--- src/urbpm_cfg.svh ---
// Constants for the serial receiver, baud generator and transmitter
`ifndef URBPM_CFG_SVH
`define URBPM_CFG_SVH
`define URBPM_OVERSAMPLE 5'h10
`define URBPM_SMP_A 5'h08
`define URBPM_SMP_B 5'h09
`define URBPM_SMP_C 5'h0A
`define URBPM_EDGE_A 5'h03
`define URBPM_EDGE_B 5'h05
`define URBPM_EDGE_C 5'h07
`define URBPM_PR_0 20'h0_0001
`define URBPM_PR_1 20'h0_0003
`define URBPM_PR_2 20'h0_0004
`define URBPM_PR_3 20'h0_000D
`define URBPM_BITS_8 4'h8
`define URBPM_BITS_9 4'h9
`define URBPM_FRAME_10 4'hA
`define URBPM_FRAME_11 4'hB
`define URBPM_IDLE_TICKS_10 8'hA0
`define URBPM_IDLE_TICKS_11 8'hB0
`define URBPM_FIFO_DEPTH 32
`define URBPM_HIST_RST 3'h7
`define URBPM_TXD_RST 1'b1
`define URBPM_ARM_RST 1'b1
`endif

--- src/urbpm_pkg.sv ---
// Types shared by the serial block
package urbpm_pkg;
  typedef enum logic [1:0] {
    RX_HUNT = 2'b00,
    RX_START = 2'b01,
    RX_DATA = 2'b11,
    RX_STOP = 2'b10
  } urbpm_rx_e;
  typedef struct packed {
    logic [1:0] prescaleSel;
    logic [2:0] txRateSel;
    logic [2:0] rxRateSel;
    logic [7:0] txFine;
    logic [7:0] rxFine;
  } urbpm_baud_s;
  typedef struct packed {
    logic wordLen9;
    logic parityEnable;
    logic parityOdd;
    logic wakeAddr;
    logic parityIrqEnable;
  } urbpm_frame_s;
  typedef struct packed {
    logic rxFull;
    logic idle;
    logic overrun;
    logic noise;
    logic framing;
    logic parity;
  } urbpm_status_s;
endpackage

--- src/urbpm_top.sv ---
// Serial receiver with baud generation, parity, mute and transmit path
// Operation
// - Stop bit missing or break received sets framing error flag
// - Framing error still transfers word; flag rises with receive-full, no own interrupt
// - Error flags clear only by status read followed by data read
// - Each direction: clock over 16, coarse prescale and own rate divider
// - Prescale picks 1, 3, 4 or 13; rate selects power of two 1..128
// - Eight-bit fine divider per direction; zero leaves it inactive
// - Mute request puts receiver asleep: no receive flags, no receive interrupts
// - Muted receiver wakes on idle line or address mark per wake bit
// - Idle wake clears mute request and leaves idle flag unset
// - Address mark wake clears mute, sets receive-full, keeps word
// - Length and parity bits choose 8, 7+P, 9 or 8+P data bits
// - Address mark uses the last received bit, which is the parity bit when parity is on
// - Parity makes ones count even or odd per parity select
// - Transmitter sends parity in place of data MSB
// - Receiver sets parity error on mismatch; interrupt if enabled
// - Sixteen samples per bit; majority of samples 8, 9, 10 is value
// - Data bit noise when samples 8, 9, 10 differ
// - Sampling restarts at every start bit
// - Start noise unless three ones before edge and samples 3, 5, 7 low
// - Start noise if any of samples 8, 9, 10 is one
// - Receive-full set when word moves into data buffer
`timescale 1ns/1ps
`include "urbpm_cfg.svh"

module urbpm_fifo #(
  parameter int WIDTH = 9,
  parameter int DEPTH = `URBPM_FIFO_DEPTH
) (
  // Clock and reset
  input wire logic mclk,
  input wire logic reset_n,
  // Fill side
  input wire logic inValid,
  output logic inReady,
  input wire logic [WIDTH-1:0] inData,
  // Drain side
  output logic outValid,
  input wire logic outReady,
  output logic [WIDTH-1:0] outData
);
  localparam int AW = $clog2(DEPTH);
  logic [WIDTH-1:0] mem [DEPTH];
  logic [AW-1:0] wrPtr_reg;
  logic [AW-1:0] rdPtr_reg;
  logic [AW:0] count_reg;
  logic push;
  logic pop;
  assign push = inValid & inReady;
  assign pop = outValid & outReady;
  assign outData = mem[rdPtr_reg];
  assign outValid = (count_reg != '0);
  always_ff @(posedge mclk) begin
    if (push) begin
      mem[wrPtr_reg] <= inData;
    end
  end
  always_ff @(posedge mclk) begin
    if (!reset_n) begin
      wrPtr_reg <= '0;
      rdPtr_reg <= '0;
      count_reg <= '0;
      inReady <= 1'b0;
    end else begin
      if (push) begin
        wrPtr_reg <= wrPtr_reg + 1'b1;
      end
      if (pop) begin
        rdPtr_reg <= rdPtr_reg + 1'b1;
      end
      count_reg <= count_reg + {{AW{1'b0}}, push} - {{AW{1'b0}}, pop};
      inReady <= (count_reg + {{AW{1'b0}}, push} - {{AW{1'b0}}, pop}) != (AW+1)'(DEPTH);
    end
  end
endmodule

module urbpm_top #(
  parameter int DIV_W = 20
) (
  // Clock and reset
  input wire logic mclk,
  input wire logic reset_n,
  // Serial pins
  input wire logic rxd,
  output logic txd,
  // Configuration
  input wire urbpm_pkg::urbpm_baud_s baudCfg,
  input wire urbpm_pkg::urbpm_frame_s frameCfg,
  input wire logic rxEnable,
  input wire logic txEnable,
  // Mute control
  input wire logic muteWrite,
  input wire logic muteWriteValue,
  output logic muteRequest,
  // Receive status and data
  input wire logic statusRead,
  input wire logic dataRead,
  output urbpm_pkg::urbpm_status_s status,
  output logic [8:0] rxData,
  output logic parityIrq,
  // Transmit data
  input wire logic txValid,
  output logic txReady,
  input wire logic [8:0] txWord,
  output logic txBusy
);
  import urbpm_pkg::*;

  function automatic logic [DIV_W-1:0] divisor(input logic [1:0] ps, input logic [2:0] rs, input logic [7:0] fine);
    logic [DIV_W-1:0] base;
    base = '0;
    unique case (ps)
      2'h0: base = DIV_W'(`URBPM_PR_0);
      2'h1: base = DIV_W'(`URBPM_PR_1);
      2'h2: base = DIV_W'(`URBPM_PR_2);
      2'h3: base = DIV_W'(`URBPM_PR_3);
    endcase
    base = base << rs;
    if (fine != 8'h00) begin
      base = DIV_W'(base * {{(DIV_W-8){1'b0}}, fine});
    end
    return base;
  endfunction

  function automatic logic majority(input logic [2:0] s);
    return (s[0] & s[1]) | (s[1] & s[2]) | (s[0] & s[2]);
  endfunction

  // Baud dividers
  logic [DIV_W-1:0] rxDiv;
  logic [DIV_W-1:0] txDiv;
  logic [DIV_W-1:0] rxCnt_reg;
  logic [DIV_W-1:0] txCnt_reg;
  logic rxTick_reg;
  logic txTick_reg;
  assign rxDiv = divisor(baudCfg.prescaleSel, baudCfg.rxRateSel, baudCfg.rxFine);
  assign txDiv = divisor(baudCfg.prescaleSel, baudCfg.txRateSel, baudCfg.txFine);

  always_ff @(posedge mclk) begin
    if (!reset_n || !rxEnable) begin
      rxCnt_reg <= '0;
      rxTick_reg <= 1'b0;
    end else begin
      rxTick_reg <= (rxCnt_reg == rxDiv - 1'b1);
      rxCnt_reg <= (rxCnt_reg == rxDiv - 1'b1) ? '0 : rxCnt_reg + 1'b1;
    end
  end
  always_ff @(posedge mclk) begin
    if (!reset_n || !txEnable) begin
      txCnt_reg <= '0;
      txTick_reg <= 1'b0;
    end else begin
      txTick_reg <= (txCnt_reg == txDiv - 1'b1);
      txCnt_reg <= (txCnt_reg == txDiv - 1'b1) ? '0 : txCnt_reg + 1'b1;
    end
  end

  // Receiver sampling
  urbpm_rx_e rxState_reg;
  logic [4:0] smpIdx_reg;
  logic [3:0] bitIdx_reg;
  logic [2:0] hist_reg;
  logic [2:0] smp_reg;
  logic edgeOk_reg;
  logic startLate_reg;
  logic noiseAcc_reg;
  logic stopBad_reg;
  logic [8:0] rxShift_reg;
  logic frameDone_reg;
  logic [7:0] idleCnt_reg;
  logic [3:0] dataBits;
  logic [7:0] idleTicks;
  logic bitEnd;
  logic smpSame;
  assign dataBits = frameCfg.wordLen9 ? `URBPM_BITS_9 : `URBPM_BITS_8;
  assign idleTicks = frameCfg.wordLen9 ? `URBPM_IDLE_TICKS_11 : `URBPM_IDLE_TICKS_10;
  assign bitEnd = rxTick_reg && (rxState_reg != RX_HUNT) && (smpIdx_reg == `URBPM_OVERSAMPLE);
  assign smpSame = (smp_reg == 3'h0) || (smp_reg == 3'h7);

  always_ff @(posedge mclk) begin
    if (!reset_n) begin
      hist_reg <= `URBPM_HIST_RST;
    end else if (rxTick_reg) begin
      hist_reg <= {hist_reg[1:0], rxd};
    end
  end

  always_ff @(posedge mclk) begin
    if (!reset_n || !rxEnable) begin
      rxState_reg <= RX_HUNT;
      smpIdx_reg <= 5'h00;
      bitIdx_reg <= 4'h0;
      smp_reg <= 3'h0;
      edgeOk_reg <= 1'b0;
      startLate_reg <= 1'b0;
      stopBad_reg <= 1'b0;
      rxShift_reg <= 9'h000;
      frameDone_reg <= 1'b0;
    end else begin
      frameDone_reg <= 1'b0;
      if (rxTick_reg) begin
        smpIdx_reg <= smpIdx_reg + 5'h01;
        if (smpIdx_reg == `URBPM_SMP_A) begin
          smp_reg[0] <= rxd;
        end
        if (smpIdx_reg == `URBPM_SMP_B) begin
          smp_reg[1] <= rxd;
        end
        if (smpIdx_reg == `URBPM_SMP_C) begin
          smp_reg[2] <= rxd;
        end
        unique case (rxState_reg)
          RX_HUNT: begin
            if (!rxd) begin
              rxState_reg <= RX_START;
              smpIdx_reg <= 5'h02;
              edgeOk_reg <= (hist_reg == 3'h7);
              startLate_reg <= 1'b0;
            end
          end
          RX_START: begin
            if (rxd && (smpIdx_reg == `URBPM_EDGE_A || smpIdx_reg == `URBPM_EDGE_B || smpIdx_reg == `URBPM_EDGE_C)) begin
              startLate_reg <= 1'b1;
            end
            if (bitEnd) begin
              smpIdx_reg <= 5'h01;
              bitIdx_reg <= 4'h0;
              rxState_reg <= majority(smp_reg) ? RX_HUNT : RX_DATA;
            end
          end
          RX_DATA: begin
            if (bitEnd) begin
              smpIdx_reg <= 5'h01;
              rxShift_reg <= {majority(smp_reg), rxShift_reg[8:1]};
              bitIdx_reg <= bitIdx_reg + 4'h1;
              if (bitIdx_reg == dataBits - 4'h1) begin
                rxState_reg <= RX_STOP;
              end
            end
          end
          RX_STOP: begin
            if (bitEnd) begin
              stopBad_reg <= !majority(smp_reg);
              frameDone_reg <= 1'b1;
              rxState_reg <= RX_HUNT;
            end
          end
        endcase
      end
    end
  end

  // Noise accumulates over a frame, false starts included
  logic clearNow;
  always_ff @(posedge mclk) begin
    if (!reset_n) begin
      noiseAcc_reg <= 1'b0;
    end else if (bitEnd && rxState_reg == RX_START) begin
      noiseAcc_reg <= noiseAcc_reg | !edgeOk_reg | startLate_reg | (smp_reg != 3'h0);
    end else if (bitEnd && rxState_reg == RX_DATA) begin
      noiseAcc_reg <= noiseAcc_reg | !smpSame;
    end else if (frameDone_reg) begin
      noiseAcc_reg <= 1'b0;
    end
  end

  always_ff @(posedge mclk) begin
    if (!reset_n || !rxEnable || rxState_reg != RX_HUNT || !rxd) begin
      idleCnt_reg <= 8'h00;
    end else if (rxTick_reg && idleCnt_reg != idleTicks) begin
      idleCnt_reg <= idleCnt_reg + 8'h01;
    end
  end

  // Frame completion
  logic [8:0] wordAligned;
  logic addrMark;
  logic parityBad;
  logic idleHit;
  logic accept;
  logic fullEff;
  logic transfer;
  logic overrunSet;
  logic idleSet;
  logic idleArmed_reg;
  logic statusSeen_reg;
  logic peNext;
  assign wordAligned = frameCfg.wordLen9 ? rxShift_reg : {1'b0, rxShift_reg[8:1]};
  assign addrMark = rxShift_reg[8];
  // parity over data and parity bit
  assign parityBad = frameCfg.parityEnable && ((^wordAligned) != frameCfg.parityOdd);
  assign idleHit = rxTick_reg && rxd && rxState_reg == RX_HUNT && idleCnt_reg == idleTicks - 8'h01;
  // muted frames dropped unless address mark with address wake selected
  assign accept = frameDone_reg && (!muteRequest || (frameCfg.wakeAddr && addrMark));
  assign clearNow = dataRead && statusSeen_reg;
  assign fullEff = status.rxFull && !clearNow;
  assign transfer = accept && !fullEff;
  assign overrunSet = accept && fullEff;
  assign idleSet = idleHit && !muteRequest && idleArmed_reg;
  assign peNext = (transfer && parityBad) ? 1'b1 : (clearNow ? 1'b0 : status.parity);

  always_ff @(posedge mclk) begin
    if (!reset_n) begin
      statusSeen_reg <= 1'b0;
    end else if (statusRead) begin
      statusSeen_reg <= 1'b1;
    end else if (dataRead) begin
      statusSeen_reg <= 1'b0;
    end
  end

  // flags set with transfer, overrun on a blocked frame and idle on idle line; all cleared by read sequence
  always_ff @(posedge mclk) begin
    if (!reset_n) begin
      status <= '0;
      rxData <= 9'h000;
      parityIrq <= 1'b0;
    end else begin
      if (transfer) begin
        rxData <= wordAligned;
      end
      status.rxFull <= transfer ? 1'b1 : (clearNow ? 1'b0 : status.rxFull);
      status.framing <= (transfer && stopBad_reg) ? 1'b1 : (clearNow ? 1'b0 : status.framing);
      status.noise <= (transfer && noiseAcc_reg) ? 1'b1 : (clearNow ? 1'b0 : status.noise);
      status.overrun <= overrunSet ? 1'b1 : (clearNow ? 1'b0 : status.overrun);
      status.idle <= idleSet ? 1'b1 : (clearNow ? 1'b0 : status.idle);
      status.parity <= peNext;
      parityIrq <= peNext && frameCfg.parityIrqEnable;
    end
  end

  always_ff @(posedge mclk) begin
    if (!reset_n) begin
      idleArmed_reg <= `URBPM_ARM_RST;
    end else if (transfer) begin
      idleArmed_reg <= 1'b1;
    end else if (idleSet) begin
      idleArmed_reg <= 1'b0;
    end
  end

  always_ff @(posedge mclk) begin
    if (!reset_n) begin
      muteRequest <= 1'b0;
    end else if (muteWrite) begin
      muteRequest <= muteWriteValue;
    end else if (muteRequest && ((idleHit && !frameCfg.wakeAddr) || (accept && frameCfg.wakeAddr))) begin
      muteRequest <= 1'b0;
    end
  end

  // Transmitter
  logic fifoValid;
  logic fifoTake;
  logic [8:0] fifoWord;
  logic [10:0] txFrame_reg;
  logic [3:0] txLeft_reg;
  logic [3:0] txSub_reg;
  logic idlePending_reg;
  logic txEnPrev_reg;
  logic [8:0] txData;
  // Idle frame goes out before the first word after enable
  assign fifoTake = fifoValid && txEnable && txEnPrev_reg && !txBusy && !idlePending_reg;

  urbpm_fifo #(.WIDTH(9), .DEPTH(`URBPM_FIFO_DEPTH)) txFifo (
    .mclk(mclk),
    .reset_n(reset_n),
    .inValid(txValid),
    .inReady(txReady),
    .inData(txWord),
    .outValid(fifoValid),
    .outReady(fifoTake),
    .outData(fifoWord)
  );

  always_comb begin
    txData = fifoWord;
    if (frameCfg.parityEnable && frameCfg.wordLen9) begin
      txData[8] = (^fifoWord[7:0]) ^ frameCfg.parityOdd;
    end else if (frameCfg.parityEnable) begin
      txData[7] = (^fifoWord[6:0]) ^ frameCfg.parityOdd;
    end
  end

  always_ff @(posedge mclk) begin
    if (!reset_n) begin
      txEnPrev_reg <= 1'b0;
      idlePending_reg <= 1'b0;
    end else begin
      txEnPrev_reg <= txEnable;
      if (txEnable && !txEnPrev_reg) begin
        idlePending_reg <= 1'b1;
      end else if (!txBusy) begin
        idlePending_reg <= 1'b0;
      end
    end
  end

  always_ff @(posedge mclk) begin
    if (!reset_n || !txEnable) begin
      txFrame_reg <= 11'h7FF;
      txLeft_reg <= 4'h0;
      txSub_reg <= 4'h0;
      txBusy <= 1'b0;
      txd <= `URBPM_TXD_RST;
    end else if (!txBusy && idlePending_reg) begin
      txFrame_reg <= 11'h7FF;
      txLeft_reg <= frameCfg.wordLen9 ? `URBPM_FRAME_11 : `URBPM_FRAME_10;
      txSub_reg <= 4'h0;
      txBusy <= 1'b1;
    end else if (fifoTake) begin
      txFrame_reg <= frameCfg.wordLen9 ? {1'b1, txData, 1'b0} : {2'b11, txData[7:0], 1'b0};
      txLeft_reg <= frameCfg.wordLen9 ? `URBPM_FRAME_11 : `URBPM_FRAME_10;
      txSub_reg <= 4'h0;
      txBusy <= 1'b1;
    end else if (txBusy && txTick_reg) begin
      txd <= txFrame_reg[0];
      txSub_reg <= txSub_reg + 4'h1;
      if (txSub_reg == 4'hF) begin
        txFrame_reg <= {1'b1, txFrame_reg[10:1]};
        txLeft_reg <= txLeft_reg - 4'h1;
        if (txLeft_reg == 4'h1) begin
          txBusy <= 1'b0;
          txd <= 1'b1;
        end
      end
    end
  end

  a_fe_with_full: assert property (@(posedge mclk) disable iff (!reset_n) $rose(status.framing) |-> status.rxFull)
    else $error("framing flag rose without receive-full");
  a_fe_clear_seq: assert property (@(posedge mclk) disable iff (!reset_n) $fell(status.framing) |-> $past(dataRead) && $past(statusSeen_reg))
    else $error("framing flag cleared without read sequence");
  a_mute_no_flags: assert property (@(posedge mclk) disable iff (!reset_n) $rose(status.rxFull) && !$past(muteWrite) |-> !muteRequest)
    else $error("receive-full set while muted");
  a_idle_wake_quiet: assert property (@(posedge mclk) disable iff (!reset_n) $fell(muteRequest) && !frameCfg.wakeAddr |-> !$rose(status.idle))
    else $error("idle flag set on idle wake");
  a_addr_wake_full: assert property (@(posedge mclk) disable iff (!reset_n) $fell(muteRequest) && !$past(muteWrite) && frameCfg.wakeAddr |-> $past(frameDone_reg) && $past(addrMark))
    else $error("address wake without address word");
  a_parity_cause: assert property (@(posedge mclk) disable iff (!reset_n) $rose(status.parity) |-> $past(frameCfg.parityEnable) && $past(transfer))
    else $error("parity error without checked transfer");
  a_rx_tick_div: assert property (@(posedge mclk) disable iff (!reset_n || !rxEnable) rxTick_reg && $past(rxEnable, 2) |-> $past(rxCnt_reg) == rxDiv - 1'b1)
    else $error("receive tick off divisor");
  a_start_resync: assert property (@(posedge mclk) disable iff (!reset_n || !rxEnable) rxTick_reg && rxState_reg == RX_HUNT && !rxd |=> rxState_reg == RX_START && smpIdx_reg == 5'h02)
    else $error("start edge did not restart sampling");
  a_data_majority: assert property (@(posedge mclk) disable iff (!reset_n || !rxEnable) bitEnd && rxState_reg == RX_DATA |=> rxShift_reg[8] == majority($past(smp_reg)))
    else $error("data bit not majority of samples");
  a_data_noise: assert property (@(posedge mclk) disable iff (!reset_n) bitEnd && rxState_reg == RX_DATA && !smpSame |=> noiseAcc_reg)
    else $error("uneven samples did not mark noise");
endmodule

--- config.mk ---
export PLATFORM = sky130hd
export DESIGN_NAME = urbpm_top
export DESIGN_NICKNAME = d
export VERILOG_FILES = /design/src/urbpm_pkg.sv /design/src/urbpm_top.sv
export VERILOG_INCLUDE_DIRS = /design/src
export SDC_FILE = /design/constraint.sdc
export NUM_CORES = 1
export LEC_CHECK = 0
export BUFFER_PORTS_ARGS = -buffer_cell sky130_fd_sc_hd__buf_4
export CORE_UTILIZATION = 50
export CTS_BUF_LIST = sky130_fd_sc_hd__clkbuf_8 sky130_fd_sc_hd__clkbuf_16
export CTS_CLUSTER_SIZE = 10
export DETAILED_ROUTE_END_ITERATION = 12
export GPL_TIMING_DRIVEN = 1
export PLACE_DENSITY = 0.74
export SLEW_MARGIN = 40
export SYNTH_ARGS = -nofsm -noshare
export SYNTH_HDL_FRONTEND = slang
export SYNTH_HIERARCHICAL = 1
export SYNTH_SLANG_ARGS = --single-unit
--- constraint.sdc ---
create_clock -name mclk -period 9.3 [get_ports mclk]
set_input_delay 1.86 -clock mclk [delete_from_list [all_inputs] [get_ports mclk]]
set_output_delay 1.86 -clock mclk [all_outputs]
set_load 0.01 [all_outputs]
# After elaboration in Yosys (flattened, before gate mapping)
# Memory sizes are Yosys's and may differ from the RTL's. A register that Yosys moved wholly into a read port is not among the register bits.
# Index checks and enable logic that the tools add are counted.
op_classes:
  addsub: 15
  n_mul: 2
  n_eq_ne: 31
  shift: 2
  mux: 63
  bitwise_logic: 19
  n_reduce_logical: 102
ops:
  columns: ["operator", "count"]
  rows:
  - ["one-hot mux 20 bit (4 select lines)", 1]
  - ["adder 20 x 1 -> 20 bit (second input constant)", 2]
  - ["== test 20 bit", 2]
  - ["multiplier 20 x 8 -> 20 bit", 2]
  - ["2-to-1 mux 20 bit", 2]
  - ["left shift 20 x 3 -> 20 bit", 2]
  - ["subtractor 20 x 1 -> 20 bit (second input constant)", 2]
  - ["2-to-1 mux 1 bit", 34]
  - ["logical AND 1 bit", 33]
  - ["2-to-1 mux 11 bit", 3]
  - ["2-to-1 mux 5 bit", 5]
  - ["2-to-1 mux 4 bit", 6]
  - ["nonzero test 2 bit", 12]
  - ["nonzero test 8 bit", 2]
  - ["adder 5 x 1 -> 5 bit (second input constant)", 3]
  - ["== test 5 x 4 -> 1 bit (second input constant)", 3]
  - ["AND reduction 3 bit", 5]
  - ["nonzero test 3 bit", 5]
  - ["zero test 1 bit", 14]
  - ["2-to-1 mux 2 bit", 6]
  - ["!= test 2 bit (second input constant)", 6]
  - ["== test 5 x 3 -> 1 bit (second input constant)", 2]
  - ["2-to-1 mux 10 bit", 1]
  - ["one-hot mux 5 bit (2 select lines)", 1]
  - ["other kinds (39)", 80]
word_totals:
  register_bits: 140
  ram_bits: 288
  input_bits: 48
  elab_cells: 275
  memories: 1
memory_table:
  columns: ["name", "words", "width", "read_ports", "rd_clocked_by_memory_dff", "wr", "line", "rtl"]
  rows:
  - ["txFifo.mem", 32, 9, 1, 1, 1, "urbpm_top.sv:44", "logic [WIDTH-1:0] mem [DEPTH];"]

# Longest topological paths before layout
depth:
  ltp_word: 9
  mapped_depth: 29

# By module
# The synthesis kept the hierarchy.
modules_own_cells:
  columns: ["mod", "instances", "cells_per_inst", "area_each_um2"]
  rows:
  - ["urbpm_top", 1, 1799, 14498.9]
  - ["urbpm_fifo", 1, 680, 12226.7]

# Worst setup path after synthesis
# OpenSTA, ideal clock, no wires.
synth_path:
  path_type: "input-to-reg"
  startpoint: "in baudCfg[20] in the netlist's numbering"
  endpoint: "reg txCnt_reg[10]"
  setup_time_ns: 0.141
  t_arrival_ns: 8.205
  t_required_ns: 9.159
  slack_ns: 0.954
  cell_stages: 23
  path_buffers: 3
  path_cell_list: "buf_2 -> buf_4 -> o22ai_1 -> a311oi_1 -> nand2_1 -> fa_1 -> fa_1 -> fa_1 -> fa_1 -> inv_1 -> ha_1 -> a211o_1 -> a311o_1 -> a221o_1 -> a2111oi_4 -> o22ai_2 -> a2111oi_4 -> a21oi_1 -> o31a_1 -> a2111oi_4 -> and4_4 -> buf_12 -> nor3_2"
synth_via:
  elab_chain_cells: 6
synth_lines:
  columns: ["item", "line", "rtl"]
  rows:
  - ["start, declared", "urbpm_top.sv:88", "input wire urbpm_pkg::urbpm_baud_s baudCfg,"]
  - ["left shift 20 x 3 -> 20 bit *", "urbpm_top.sv:119", "base = base << rs;"]
  - ["multiplier 20 x 8 -> 20 bit", "urbpm_top.sv:121", "base = DIV_W'(base * {{(DIV_W-8){1'b0}}, fine});"]
  - ["2-to-1 mux 20 bit *", "urbpm_top.sv:120", "if (fine != 8'h00) begin"]
  - ["subtractor 20 x 1 -> 20 bit *", "urbpm_top.sv:155", "txCnt_reg <= (txCnt_reg == txDiv - 1'b1) ? '0 : txCnt_reg + 1'b1;"]
  - ["== test 20 bit *", "urbpm_top.sv:155", null]
  - ["OR reduction 2 bit (no line) *", null, null]
  - ["end signal, assigned", "urbpm_top.sv:155", null]
  - ["end, declared", "urbpm_top.sv:134", "logic [DIV_W-1:0] txCnt_reg;"]
# Mark *: on every way between the ends. The rest lies on a longest branch, timed or not.
# A chain may end at the register's enable or synchronous reset.

# Worst setup path in the final report
layout_path:
  startpoint: "in baudCfg[23] in the netlist's numbering"
  endpoint: "reg rxCnt_reg[17]"
layout_via:
  elab_chain_cells: 8
  word_cells_on_any_way: 11
  cone_classes: "add/sub: 1; mul: 1; eq/ne: 4; shift: 1; mux: 2; reduce/logical: 2"
layout_lines:
  columns: ["item", "line", "rtl"]
  rows:
  - ["== test 2 bit (tied with other cells)", "urbpm_top.sv:113", "unique case (ps)"]
  - ["one-hot mux 20 bit (4 select lines) *", "urbpm_top.sv:113", null]
  - ["left shift 20 x 3 -> 20 bit *", "urbpm_top.sv:119", null]
  - ["multiplier 20 x 8 -> 20 bit", "urbpm_top.sv:121", null]
  - ["2-to-1 mux 20 bit *", "urbpm_top.sv:120", null]
  - ["subtractor 20 x 1 -> 20 bit *", "urbpm_top.sv:146", "rxCnt_reg <= (rxCnt_reg == rxDiv - 1'b1) ? '0 : rxCnt_reg + 1'b1;"]
  - ["== test 20 bit *", "urbpm_top.sv:146", null]
  - ["OR reduction 2 bit (no line) *", null, null]
  - ["end signal, assigned", "urbpm_top.sv:146", null]
  - ["end, declared", "urbpm_top.sv:133", "logic [DIV_W-1:0] rxCnt_reg;"]
# Mark *: on every way between the ends. The rest lies on a longest branch, timed or not. The select of a mux whose other input is x is not followed.

==> results.md <==
- STA classifies the critical path endpoint as a register.
- The die is 233 µm tall.
- The synthesized area divided by synthesized cell count is 10.8 µm².
- Entering global routing, the biggest net connects 68 pins.
- After the first detailed-routing iteration, the DRC count stood at 1412.
- The relative area change from synthesis to final layout is 9.20%.
- The worst min-delay path class is register to register.
- The final worst hold slack is 0.463 ns.
- In this run the post-CTS setup repair buffer count came out at 0.
- The startpoint identified for the worst hold timing path is rxShift_reg[0]$_SDFFE_PP0P_.
- The primary flip-flop cell chosen by synthesis mapping is edfxtp_1.
- The count of synthesis-stage warnings from yosys is 6.
- The cell total after placement is 3131.
- The number of nets produced by synthesis is 2748.
- The number of synthesized register bits is 432.
- The uppermost layer routed is met4.
- The later-pin clock latency in the skew report is 0.57 ns.
- The effective utilization at floorplan is 50.8%.
- The worst hold path stage count is 2.
- The final hold violation count is 0.
- The first TritonRoute pass finished after 5 iterations.
- For the pin with the worst max-slew slack, the measured transition is 0.866 ns.
- The antenna cell count is 0.
- The full die area is 54400 µm².
- The top-level port count is 68.
- The worst-case IR drop observed on VDD is 0.188 mV.
- Detailed routing inserted a total of 19.0k vias.
- Counting flops with a built-in enable in the synthesized netlist gives 288.
- For the worst setup path, the data required time is 9.74 ns.
- The critical path data arrival time is 9.02 ns.
- The finished layout holds 3205 standard cells, fillers aside.
- Dividing the detail-routed wire length by the instance count gives 18.5 µm.
- In the final timing run, aggregate negative setup slack is 0 ns.
- Routability-driven placement finished with a final weighted congestion of 0.869.
- The number of antenna violations at the first check in global routing is 0.
- The power per cell area is 173 nW/µm².
- The net count of the finished layout is 2763.
- The number of slew-limit violations in the final report is 0.
- The post-synthesis cell count is 2479.
- The class of the most critical setup path is input pin to register.
- The cell depth of the worst flop-to-flop path is 13.
- The register with the most flip-flops in the layout has 288 of them.
- The post-detailed-route DRC marker count is 0.
- Using the TritonRoute via totals, the vias-per-cell ratio works out to 5.94.
- The sink count of the clock tree is 432.
- Summed over all nets, wire length on met3 after detailed routing comes to 3080 µm.
- The number of cells upsized or downsized after cts is 0.
- The count of antenna-violating nets left after detailed routing is 0.
- The placeable core area is 52700 µm².
- The total leakage power is 10.7 nW.
- The flow ran to the end, and the final reports show no timing, DRC or antenna violations.
- The count of standard-cell rows is 84.
- The number of buffers created by CTS is 49.
- CTS placed an instance of clkbuf_16 at the clock tree root.
- The detailed-route wire length on metal 1 is 25400 µm.
- The clock input transition at the sequential cells of the worst setup and hold paths is 0.05 ns.
- Input and output buffers added on the ports amount to 67.
- Setup repair after global routing left no endpoint under its margin.
- Setup violations remaining at the end of the flow were counted as 0.
- The highest fanout seen on the critical path is 29.
- The post-detailed-placement half-perimeter wirelength is 41400 µm.
- The final layout contains routed wiring with a total length of 59400 µm.
- Summed over all nets, wire length on met2 after detailed routing comes to 29400 µm.
- The clock tree from TritonCTS is done.
- The final global-route overflow total is 0.
- The worst pin sits at a relative slew slack of 42.1%.
- In the global route stage, overall resource usage came out at 21.9%.
- The width of the die is 233 µm.
- The H-tree was split into 2 levels.
- The first global-routing pass estimated 96600 µm of wire.
- The portion of the clock cycle consumed by the worst path in the final layout is 92.2%.
- The number of unique standard cell types used by synthesis is 105.
- Between clock sinks in the finished design, the worst skew comes to 0.0165 ns.
- The number of global-route vias before repair came to 18.8k.
- The library cell used most frequently in the layout, excluding fill and tap cells, is edfxtp_1.
- STA classifies the critical path startpoint as an input pin.
- In the synthesized netlist the async set-or-reset flop fraction comes to 0%.
- The number of violations of the max-capacitance limit is 0.
- The post-synth design cell area is 26700 µm².
- The maximum count of clock buffers along a single path is 3.
- In this run the worst setup path begins at baudCfg[23].
- For this run, the top clock speed supported by timing is 117 MHz.
- The clock period could shrink to 8.57 ns.
- The fraction of layout cells with a size suffix above 1 is 11.4%.
- In the layout the commonest cells are edfxtp_1 (288), nand2_1 (248), inv_1 (198).
- The number of hold buffers added after cts is 0.
- The share of the yosys chip area belonging to registers is 43.1%.
layer usage:
metal,vias to the layer above,GRT usage [%]
met5,-,0
li1,8897,-
met1,9438,28.9
met4,0,7.09
met2,586,37.7
met3,114,2.38
cell usage after synthesis, types with 9 or more instances:
library cell	instances	area, µm²
edfxtp_1	288	8650
nand2_1	250	938
nor2_1	184	691
inv_1	178	668
dfxtp_1	144	2880
ha_1	112	1400
fa_1	109	2180
mux2i_1	103	1030
and2_1	92	576
a21oi_1	88	440
nand3_1	83	415
xnor2_1	79	692
clkbuf_1	76	285
xor2_1	62	543
o21ai_0	47	235
a22oi_1	40	300
mux4_2	36	811
nand4_1	30	188
nor3_1	30	150
buf_2	28	140
and3_1	27	169
nor3_2	21	210
a211oi_1	18	135
nand2b_1	18	113
o21a_1	18	135
a221oi_1	15	131
a21o_1	12	90.1
nor4_1	12	75.1
o211ai_1	12	90.1
nand3b_1	11	82.6
o31ai_1	11	82.6
a22o_1	10	87.6
a31oi_1	10	62.6
nor2b_1	10	62.6
or2_2	9	56.3
metrics by stage:
step	setup slack (ns)	instance area [µm²]	power, mW	utilization [%]
floorplan	0.954	26700	3.12	-
global placement	0.454	27700	3.37	52.6
detailed placement	0.229	27700	3.41	52.7
CTS	0.788	29100	5.07	55.3
global route	0.309	29200	5.31	55.4
finish	0.728	29200	5.04	55.4
critical path: stages:
cell and delay [ns]:
buf_4 0.21, and3b_1 0.26, o31ai_1 0.28, a22o_1 0.55, nand2_1 0.18, fa_1 0.55
fa_1 0.57, fa_1 0.43, fa_1 0.50, inv_1 0.05, ha_1 0.39, or3b_2 0.24
nand3_1 0.07, or3b_1 0.43, mux2i_1 0.28, nand4_1 0.20, nor3_1 0.52, a221oi_1 0.15
or4_1 0.56, nor3b_1 0.24, a41o_1 0.20, buf_4 0.23, nor2_1 0.08
power breakdown:
| group | leakage (nW) | internal [mW] | switching, mW | total [mW] |
|---|---|---|---|---|
| logic | 6.16 | 0.532 | 0.760 | 1.29 |
| registers | 3.76 | 2.08 | 0.0181 | 2.10 |
| clock network | 0.743 | 0.944 | 0.709 | 1.65 |
cell type report:
| class | count | area (µm²) |
|---|---|---|
| clock inverters | 25 | 153 |
| clock buffers | 49 | 1230 |
| multi-input cells | 1742 | 14100 |
| well taps | 688 | 861 |
| flip-flops and latches | 432 | 11500 |
| repair buffers | 89 | 676 |
| fillers | 4360 | 23500 |
| inverters | 180 | 676 |
worst paths after layout:
path / to / slack [ns]
min: rxShift_reg[0]$_SDFFE_PP0P_ / 0.46
min reg2reg: rxShift_reg[0]$_SDFFE_PP0P_ / 0.46
max reg2reg: txFrame_reg[9]$_SDFFE_PP1P_ / 5.21
max: rxCnt_reg[17]$_SDFF_PP0_ / 0.73
logic make-up (layout without fill, tap and decap cells):
kind of cell	after synthesis	in the layout	synth area share [%]
adder cells (fa/ha/maj)	221	221	13.4
multiplexers	143	143	7.06
buffers and inverters	305	343	4.74
AND/OR/NAND/NOR	847	847	16.2
AO/OA/AOI/OAI	387	387	10.6
XOR/XNOR	144	144	4.87
flip-flops	432	432	43.1
No activity file was read; power rests on OpenSTA's default activity.
